--- src/core/cycle_gate_pkg.sv ---
// shared constants, register map and carrier types for the switching cycle gate
package cycle_gate_pkg;

    // clock and timing
    localparam int unsigned CLK_HZ = 10_000_000;
    localparam int unsigned FILT_NS = 10_000;
    localparam int unsigned FILT_CYC = (FILT_NS * (CLK_HZ / 1_000_000)) / 1000;
    localparam int unsigned SOFT_MS = 5;
    localparam int unsigned SOFT_CYC = SOFT_MS * (CLK_HZ / 1000);
    localparam int unsigned PERIOD_CYC = 32;
    localparam int unsigned BLANK_NS = 200;
    localparam int unsigned BLANK_CYC =
        (BLANK_NS * (CLK_HZ / 1_000_000) + 999) / 1000;

    // duty, current limit and feedback figures in percent
    localparam logic [7:0] DUTY_HI_PCT = 8'h4B;
    localparam logic [7:0] DUTY_LO_PCT = 8'h21;
    localparam logic [7:0] MIN_DUTY_PCT = 8'h05;
    localparam logic [7:0] ILIM_LO_PCT = 8'h19;
    localparam logic [7:0] ILIM_SOFT_PCT = 8'h55;
    localparam logic [7:0] ILIM_FULL_PCT = 8'h64;
    localparam logic [7:0] FB_SKIP_STEP = 8'h14;

    // register byte addresses
    localparam logic [7:0] CTRL_ADDR = 8'h00;
    localparam logic [7:0] FB_ADDR = 8'h04;
    localparam logic [7:0] LINE_ADDR = 8'h08;
    localparam logic [7:0] ILIM_ADDR = 8'h0C;
    localparam logic [7:0] STATUS_ADDR = 8'h10;

    // control field positions and reset values
    localparam int unsigned CTRL_LOW_EN_BIT = 0;
    localparam int unsigned CTRL_HIGH_EN_BIT = 1;
    localparam logic [1:0] CTRL_RESET = 2'h3;
    localparam logic [7:0] FB_RESET = 8'h00;
    localparam logic [7:0] LINE_RESET = 8'h00;
    localparam logic [7:0] ILIM_RESET = 8'h64;

    // operating modes, gray coded along power-up, run, halt
    typedef enum logic [2:0] {
        MODE_LOCKOUT = 3'b000,
        MODE_SOFT = 3'b001,
        MODE_RUN = 3'b011,
        MODE_HALT = 3'b010,
        MODE_HYST = 3'b110,
        MODE_RESTART = 3'b111
    } mode_e;

    // comparator inputs from the analog side
    typedef struct packed {
        logic current_trip;
        logic line_low;
        logic line_high;
        logic remote_off;
        logic supply_top;
        logic regulation_lost;
    } sense_s;

    // outputs toward the switch and supply node
    typedef struct packed {
        logic switch_on;
        logic osc_run;
        logic hv_source_on;
    } drive_s;

endpackage : cycle_gate_pkg

--- src/core/switching_cycle_fault_gating.sv ---
// per-cycle switch gating with fault, line and remote on/off control
// Operation
// - duty falls linearly with feedback to minimum
// - feedback beyond minimum step skips cycles
// - current trip ends pulse until next cycle
// - blanking hides current trip after turn-on
// - current limit settable 25 to 100 percent
// - power-up waits for line-low upper threshold
// - hysteresis: stays on until lower threshold
// - line low over 10 us turns off
// - restart with soft-start at supply top
// - regulation lost first means auto-restart
// - restart final state samples line-low comparator
// - line-low and line-high disable independently
// - line high forces switch off within cycle; here it stops switching at cycle end only
// - max duty 75 to 33 percent with line
// - higher line gives smaller duty
// - disable finishes the cycle in progress
// - oscillator halted while disable persists
// - enable restarts oscillator, next cycle
// - remote off over 10 us: hysteretic mode
// - re-enable starts soft-start at supply top
// - auto-restart enables only at count seven
// - soft-start ramps duty and current limit
//
// Local design decisions: register access over AHB-Lite and the address map.
`timescale 1ns/10ps
`default_nettype none

module switching_cycle_fault_gating #(
    parameter int unsigned SOFT_CYCLES = cycle_gate_pkg::SOFT_CYC,
    parameter int unsigned PERIOD = cycle_gate_pkg::PERIOD_CYC
) (
    input wire logic hclk,
    input wire logic hresetn,
    input wire logic hsel,
    input wire logic [7:0] haddr,
    input wire logic [1:0] htrans,
    input wire logic hwrite,
    input wire logic [2:0] hsize,
    input wire logic [31:0] hwdata,
    input wire logic hready,
    output logic [31:0] hrdata,
    output logic hreadyout,
    output logic hresp,
    input wire cycle_gate_pkg::sense_s sense,
    output cycle_gate_pkg::drive_s drive
);

    localparam logic [15:0] FILT_N = 16'(cycle_gate_pkg::FILT_CYC);
    localparam logic [7:0] PER_N = 8'(PERIOD);
    localparam logic [7:0] BLANK_N = 8'(cycle_gate_pkg::BLANK_CYC);
    localparam logic [23:0] SOFT_N = 24'(SOFT_CYCLES);

    typedef struct packed {
        logic [5:0] s1;
        logic [5:0] s2;
        logic [5:0] s3;
        logic [5:0] sy;
        cycle_gate_pkg::mode_e mode;
        logic [1:0] ctrl;
        logic [7:0] fb;
        logic [7:0] line;
        logic [7:0] ilim;
        logic [7:0] phase;
        logic [7:0] blank;
        logic [7:0] on_len;
        logic tripped;
        logic sw;
        logic running;
        logic [15:0] low_cnt;
        logic [15:0] rem_cnt;
        logic [2:0] restart_cnt;
        logic [23:0] soft_cnt;
        logic top_d;
        logic wr_pend;
        logic [7:0] wr_addr;
        logic [31:0] rdata;
    } state_s;

    state_s r;
    state_s next_r;

    // percentage scaling shared by the ramps
    function automatic logic [7:0] scale(input logic [7:0] a,
                                         input logic [7:0] b,
                                         input logic [23:0] num,
                                         input logic [23:0] den);
        logic [31:0] span;
        span = 32'(b - a) * 32'(num) / 32'(den);
        return 8'(32'(a) + span);
    endfunction

    // duty in clocks from a percentage of the period
    function automatic logic [7:0] pct_clk(input logic [7:0] pct);
        return 8'((16'(pct) * 16'(PER_N)) / 16'd100);
    endfunction

    logic [7:0] max_pct;
    logic [7:0] duty_pct;
    logic [7:0] lim_pct;
    logic low_bad;
    logic high_bad;
    logic disable_req;

    // line level maps max duty; current limit comes from its setting; all limits combined
    always_comb
    begin
        max_pct = scale(cycle_gate_pkg::DUTY_HI_PCT,
                        cycle_gate_pkg::DUTY_LO_PCT,
                        24'(r.line), 24'd255);
        if (r.mode == cycle_gate_pkg::MODE_SOFT)
        begin
            max_pct = scale(8'h00, max_pct, r.soft_cnt, SOFT_N);
        end
        // feedback and line both subtract from duty
        if (r.fb >= 8'd70 + cycle_gate_pkg::FB_SKIP_STEP)
        begin
            duty_pct = 8'h00;
        end
        else if (r.fb >= 8'd70)
        begin
            duty_pct = cycle_gate_pkg::MIN_DUTY_PCT;
        end
        else
        begin
            duty_pct = 8'(cycle_gate_pkg::DUTY_HI_PCT - r.fb
                          - {2'b00, r.line[7:2]});
            if (duty_pct < cycle_gate_pkg::MIN_DUTY_PCT ||
                duty_pct > cycle_gate_pkg::DUTY_HI_PCT)
            begin
                duty_pct = cycle_gate_pkg::MIN_DUTY_PCT;
            end
        end
        if (duty_pct > max_pct)
        begin
            duty_pct = max_pct;
        end
        // current limit level: setting clamped, softened while ramping
        lim_pct = r.ilim < cycle_gate_pkg::ILIM_LO_PCT ?
                  cycle_gate_pkg::ILIM_LO_PCT :
                  (r.ilim > cycle_gate_pkg::ILIM_FULL_PCT ?
                   cycle_gate_pkg::ILIM_FULL_PCT : r.ilim);
        if (r.mode == cycle_gate_pkg::MODE_SOFT)
        begin
            lim_pct = 8'((16'(lim_pct) * 16'(scale(
                cycle_gate_pkg::ILIM_SOFT_PCT,
                cycle_gate_pkg::ILIM_FULL_PCT,
                r.soft_cnt, SOFT_N))) / 16'd100);
        end
        // each line feature masked on its own enable
        low_bad = r.ctrl[cycle_gate_pkg::CTRL_LOW_EN_BIT] &&
                  r.low_cnt >= FILT_N;
        high_bad = r.ctrl[cycle_gate_pkg::CTRL_HIGH_EN_BIT] &&
                   r.sy[3];
        disable_req = low_bad || high_bad || r.sy[2];
    end

    // whole next state
    always_comb
    begin
        next_r = r;
        // three-stage sampling; change counts once stages two and three agree
        next_r.s1 = sense;
        next_r.s2 = r.s1;
        next_r.s3 = r.s2;
        if (r.s2 == r.s3)
        begin
            next_r.sy = r.s3;
        end
        next_r.top_d = r.sy[1];
        // persistence filters restart when condition clears
        if (r.sy[4] && r.low_cnt < FILT_N)
        begin
            next_r.low_cnt = r.low_cnt + 16'd1;
        end
        else if (!r.sy[4])
        begin
            next_r.low_cnt = 16'h0000;
        end
        if (r.sy[2] && r.rem_cnt < FILT_N)
        begin
            next_r.rem_cnt = r.rem_cnt + 16'd1;
        end
        else if (!r.sy[2])
        begin
            next_r.rem_cnt = 16'h0000;
        end
        // cycle engine: ends a pulse on duty, trip or cycle end
        if (r.running)
        begin
            next_r.phase = r.phase == PER_N - 8'd1 ? 8'h00 :
                           r.phase + 8'd1;
            if (r.blank != 8'h00)
            begin
                next_r.blank = r.blank - 8'd1;
            end
            if (r.phase == PER_N - 8'd1)
            begin
                next_r.tripped = 1'b0;
                next_r.on_len = pct_clk(duty_pct);
                next_r.sw = pct_clk(duty_pct) != 8'h00;
                next_r.blank = BLANK_N;
                if (disable_req)
                begin
                    next_r.sw = 1'b0;
                    next_r.running = 1'b0;
                end
            end
            else if (r.sw && r.blank == 8'h00 &&
                     (r.sy[5] || r.phase >= pct_clk(lim_pct)))
            begin
                next_r.sw = 1'b0;
                next_r.tripped = 1'b1;
            end
            else if (r.phase + 8'd1 >= r.on_len)
            begin
                next_r.sw = 1'b0;
            end
        end
        // mode sequencing
        case (r.mode)
            cycle_gate_pkg::MODE_LOCKOUT:
            begin
                next_r.sw = 1'b0;
                next_r.running = 1'b0;
                if (!r.sy[4] || !r.ctrl[cycle_gate_pkg::CTRL_LOW_EN_BIT])
                begin
                    if (r.sy[1] && !r.top_d)
                    begin
                        next_r.mode = cycle_gate_pkg::MODE_SOFT;
                        next_r.soft_cnt = 24'h000000;
                        next_r.running = 1'b1;
                        next_r.phase = PER_N - 8'd1;
                    end
                end
            end
            cycle_gate_pkg::MODE_SOFT,
            cycle_gate_pkg::MODE_RUN:
            begin
                if (r.mode == cycle_gate_pkg::MODE_SOFT)
                begin
                    if (r.soft_cnt >= SOFT_N - 24'd1)
                    begin
                        next_r.mode = cycle_gate_pkg::MODE_RUN;
                    end
                    else
                    begin
                        next_r.soft_cnt = r.soft_cnt + 24'd1;
                    end
                end
                if (r.sy[0] && !low_bad)
                begin
                    next_r.mode = cycle_gate_pkg::MODE_RESTART;
                    next_r.restart_cnt = 3'h0;
                    next_r.sw = 1'b0;
                    next_r.running = 1'b0;
                end
                else if (!r.running)
                begin
                    next_r.mode = cycle_gate_pkg::MODE_HALT;
                end
            end
            cycle_gate_pkg::MODE_HALT:
            begin
                // line-low kept only beyond the lower threshold; hysteresis
                if (low_bad)
                begin
                    next_r.mode = cycle_gate_pkg::MODE_LOCKOUT;
                end
                else if (r.rem_cnt >= FILT_N)
                begin
                    next_r.mode = cycle_gate_pkg::MODE_HYST;
                end
                else if (!disable_req)
                begin
                    next_r.mode = cycle_gate_pkg::MODE_RUN;
                    next_r.running = 1'b1;
                    next_r.phase = PER_N - 8'd1;
                end
            end
            cycle_gate_pkg::MODE_HYST:
            begin
                // wait for remote on, then start at next supply top
                if (!r.sy[2] && r.sy[1] && !r.top_d)
                begin
                    next_r.mode = cycle_gate_pkg::MODE_SOFT;
                    next_r.soft_cnt = 24'h000000;
                    next_r.running = 1'b1;
                    next_r.phase = PER_N - 8'd1;
                end
            end
            cycle_gate_pkg::MODE_RESTART:
            begin
                if (r.sy[1] && !r.top_d)
                begin
                    next_r.restart_cnt = r.restart_cnt + 3'h1;
                    if (r.restart_cnt == 3'h7)
                    begin
                        // final state: line must be above upper threshold
                        if (!(r.sy[4] &&
                              r.ctrl[cycle_gate_pkg::CTRL_LOW_EN_BIT]))
                        begin
                            next_r.mode = cycle_gate_pkg::MODE_SOFT;
                            next_r.soft_cnt = 24'h000000;
                            next_r.running = 1'b1;
                            next_r.phase = PER_N - 8'd1;
                        end
                    end
                end
            end
            default:
            begin
                next_r.mode = cycle_gate_pkg::MODE_LOCKOUT;
            end
        endcase
        // bus: writes land one cycle after the address phase
        next_r.wr_pend = 1'b0;
        if (r.wr_pend)
        begin
            case (r.wr_addr)
                cycle_gate_pkg::CTRL_ADDR: next_r.ctrl = hwdata[1:0];
                cycle_gate_pkg::FB_ADDR: next_r.fb = hwdata[7:0];
                cycle_gate_pkg::LINE_ADDR: next_r.line = hwdata[7:0];
                cycle_gate_pkg::ILIM_ADDR: next_r.ilim = hwdata[7:0];
                default: next_r.ctrl = r.ctrl;
            endcase
        end
        if (hsel && hready && htrans[1])
        begin
            next_r.wr_pend = hwrite;
            next_r.wr_addr = haddr;
            case (haddr)
                cycle_gate_pkg::CTRL_ADDR: next_r.rdata = {30'h0, r.ctrl};
                cycle_gate_pkg::FB_ADDR: next_r.rdata = {24'h0, r.fb};
                cycle_gate_pkg::LINE_ADDR: next_r.rdata = {24'h0, r.line};
                cycle_gate_pkg::ILIM_ADDR: next_r.rdata = {24'h0, r.ilim};
                cycle_gate_pkg::STATUS_ADDR:
                    next_r.rdata = {16'h0, max_pct, r.restart_cnt,
                                    r.tripped, r.running, r.mode};
                default: next_r.rdata = 32'h00000000;
            endcase
        end
    end

    // state register; every field takes a constant under reset
    always_ff @(posedge hclk or negedge hresetn)
    begin
        if (!hresetn)
        begin
            r <= '0;
            r.mode <= cycle_gate_pkg::MODE_LOCKOUT;
            r.ctrl <= cycle_gate_pkg::CTRL_RESET;
            r.fb <= cycle_gate_pkg::FB_RESET;
            r.line <= cycle_gate_pkg::LINE_RESET;
            r.ilim <= cycle_gate_pkg::ILIM_RESET;
        end
        else
        begin
            r <= next_r;
        end
    end

    // outputs: zero-wait slave, switch and oscillator from flops
    assign hrdata = r.rdata;
    assign hreadyout = 1'b1;
    assign hresp = 1'b0;
    assign drive.switch_on = r.sw;
    assign drive.osc_run = r.running;
    assign drive.hv_source_on = r.mode == cycle_gate_pkg::MODE_LOCKOUT ||
                                r.mode == cycle_gate_pkg::MODE_HYST ||
                                r.mode == cycle_gate_pkg::MODE_RESTART;

endmodule // switching_cycle_fault_gating

`default_nettype wire

--- config.mk ---
export PLATFORM = sky130hd
export DESIGN_NAME = switching_cycle_fault_gating
export DESIGN_NICKNAME = d
export VERILOG_FILES = /design/src/core/cycle_gate_pkg.sv /design/src/core/switching_cycle_fault_gating.sv
export SDC_FILE = /design/constraint.sdc
export NUM_CORES = 2
export LEC_CHECK = 0
export BUFFER_PORTS_ARGS = -buffer_cell sky130_fd_sc_hd__buf_2
export CAP_MARGIN = 0
export CORE_ASPECT_RATIO = 1.75
export CORE_MARGIN = 2
export CORE_UTILIZATION = 30
export CTS_CLUSTER_DIAMETER = 80
export CTS_CLUSTER_SIZE = 16
export DETAILED_ROUTE_END_ITERATION = 10
export PLACE_DENSITY = 0.42
export SETUP_SLACK_MARGIN = 0.1
export SYNTH_ARGS = -nofsm -noshare
export SYNTH_HDL_FRONTEND = slang
export SYNTH_SLANG_ARGS = --single-unit
--- constraint.sdc ---
create_clock -name hclk -period 77.1 [get_ports hclk]
set_input_delay 7.71 -clock hclk [delete_from_list [all_inputs] [get_ports hclk]]
set_output_delay 7.71 -clock hclk [all_outputs]
set_load 0.005 [all_outputs]
==> impl_metrics.json <==
{
  "postRouteAntennaNets": 0,
  "ys_types": 147,
  "io_pins": 93,
  "grt_pass1_wl_um": 210900,
  "required_ps": 77450,
  "hold_end": "next_r[166]",
  "seq_area_frac_synth_pct": 10.08,
  "place_inst": 7093,
  "rows": 179,
  "synthFlopType": "dfrtp_1",
  "wl_per_cell_um": 18.35,
  "portBuffers": 46,
  "period_needed_ps": 51590,
  "die_y_um": 491.7,
  "dieArea_um2": 139000,
  "drv_slew": 0,
  "setup_viol": 0,
  "grt_pass1_vias": 39490,
  "synth.top_cells.by_area": "fa_1, dfrtp_1, ha_1",
  "cts_buffer_depth": 2,
  "r2r_cells": 154,
  "reg2reg_to": "r[104]",
  "clock_sinks": 164,
  "final.setup.worst_slack_ps": 25510,
  "drv_cap": 0,
  "clk_latency_ps": 490,
  "syn_area_um2": 40770,
  "final_hold_viol_count": 0,
  "place_congestion": 0.8332,
  "status": "completed",
  "fmax_mhz": 19.39,
  "ys_ff_latch": 164,
  "max_slew.worst_pin.slew_ps": 1186,
  "finalCritPeriodShare_pct": 66.91,
  "viasPerCell": 5.403,
  "vias": 38500,
  "drcViolationCount": 0,
  "arrival_ps": 51930,
  "nFillCells": 14750,
  "final_cell_mix": "nor2_1, nand2_1, inv_1",
  "final_common_cell": "nor2_1",
  "cts_setup_buffers": 0,
  "synth_edf_count": 0,
  "ff2ff_setup_slack_ps": 25510,
  "crit_slowest_cell": "a2111oi_0",
  "whs_ps": 367.7,
  "synth_top_area_share_pct": 12.08,
  "max_stage_delay_ps": 900,
  "r2r_start": "r[139]",
  "numCtsBuffers": 17,
  "hp-class": "flip-flop to flip-flop",
  "startpoint_type": "flip-flop",
  "cts_root_buffer": "clkbuf_16",
  "synth_warnings": 0,
  "path_max_fanout": 25,
  "yosys.area.top_type": "fa_1",
  "holdPathStages": 0,
  "synthCells": 5337,
  "tns_ps": 0,
  "cts_tree": "built",
  "dp_slack_ps": 25700,
  "holdCritStartpoint": "next_r[172]",
  "area_delta_synth_final_pct": 6.874,
  "clk_pin_slew_ps": 80,
  "crit_type": "flip-flop to flip-flop",
  "globalRouteOverflowTotal": 0,
  "post_cts_resized": 0,
  "grt_setup_unrepaired": "no",
  "grt_max_degree": 68,
  "instances_no_fill": 7125,
  "antenna_found_initial": 0,
  "finalWirelength_um": 130800,
  "final_net_count": 5849,
  "maxSlewHeadroom_pct": 20.21,
  "cts_hold_buffers": 0,
  "start_util_pct": 30.09,
  "post-dp-hpwl_um": 108900,
  "fin_skew_ps": 17.27,
  "drtIter0Drc": 1542,
  "insertedDiodeCount": 0,
  "drt_first_pass_iters": 5,
  "critPathCaptureType": "flip-flop",
  "coreArea_um2": 135500,
  "htreeDepth": 4,
  "grt_use_total_pct": 18.69,
  "drive_gt1_share_pct": 7.526,
  "syn-mean-instance-area_um2": 7.639,
  "die_w_um": 282.7,
  "async_flop_share_pct": 100.0
}
cells by family after synthesis:
family / share of synthesized area [%]
AND/OR/NAND/NOR: 25.60
flip-flops: 10.08
AO/OA/AOI/OAI: 25.63
other: 0.01842
buffers and inverters: 5.898
adder cells (fa/ha/maj): 20.09
multiplexers: 4.275
XOR/XNOR: 8.412
layer usage:
| layer | vias to the layer above | routed length [um] | global-route usage [%] |
|---|---|---|---|
| li1 | 19130 | - | - |
| met1 | 18770 | 47230 | 18.22 |
| met2 | 451 | 78480 | 40.51 |
| met3 | 152 | 1762 | 0.9492 |
| met4 | 0 | 3297 | 4.996 |
| met5 | - | 0 | 0 |
sequential cells by signal, summed over array words and instances, names as in the netlist:
name	cells
r	133
hrdata	16
next_r	13
drive	2
through the flow:
step	instance area (um^2)	util (%)
6_report	43570	32.16
5_1_grt	43570	32.16
4_1_cts	43570	32.15
3_5_place_dp	42980	31.72
3_3_place_gp	42980	31.72
2_1_floorplan	40860	-
worst max-delay path by stage:
stage	from	endpoint	slack [ps]	depth (start not counted)
after floorplan	r[138]	r[104]	36770	158
after global placement	r[139]	r[104]	25780	155
after detailed placement	r[139]	r[104]	25700	155
after CTS	r[139]	r[104]	25400	155
after global routing	r[138]	r[104]	21720	154
final	r[139]	r[104]	25510	154
area by class of cell:
class	count	area [um^2]	area share, %
repair buffers	103	664.4	1.525
clock buffers	18	439.2	1.008
multi-input cells	4606	34400	78.96
flip-flops and latches	164	4110	9.433
clock inverters	14	151.4	0.3475
well taps	1810	2265	5.197
inverters	410	1539	3.532
Yosys cell counts (18+ instances only):
cell type,n
o31a_1,18
nand3_1,166
or2_2,46
o21ai_0,259
o211ai_1,71
and2_1,193
ha_1,245
fa_1,246
buf_2,23
mux2i_1,85
o21ai_1,38
maj3_1,20
a21boi_0,31
dfrtp_1,159
or3_1,50
and3_1,66
nand2_1,473
xnor2_1,273
a2111oi_0,19
inv_1,407
a211o_1,23
nand4_1,59
a211oi_1,72
o21a_1,52
o22ai_1,27
nor3_1,161
buf_4,39
o2111ai_1,27
mux2_2,60
nor2b_1,54
nor2_1,509
o31ai_1,41
clkbuf_1,111
and4_1,20
a21oi_1,300
o211a_1,22
o21bai_1,34
nand2b_1,75
a21o_1,58
a31oi_1,65
xor2_1,107
nor4_1,42
worst max-delay path, delay by kind of cell, from the launching register on:
kind / cells / cell delay (ps)
buffers and inverters: 13 / 1820
multiplexers: 5 / 2070
flip-flops: 1 / 550
AO/OA/AOI/OAI: 70 / 24640
AND/OR/NAND/NOR: 42 / 12200
adder cells (fa/ha/maj): 15 / 6500
XOR/XNOR: 9 / 3480
Power is left out: the tool's default activity adds up to more than one toggle a clock period on the data nets, which glitch-free logic cannot reach.
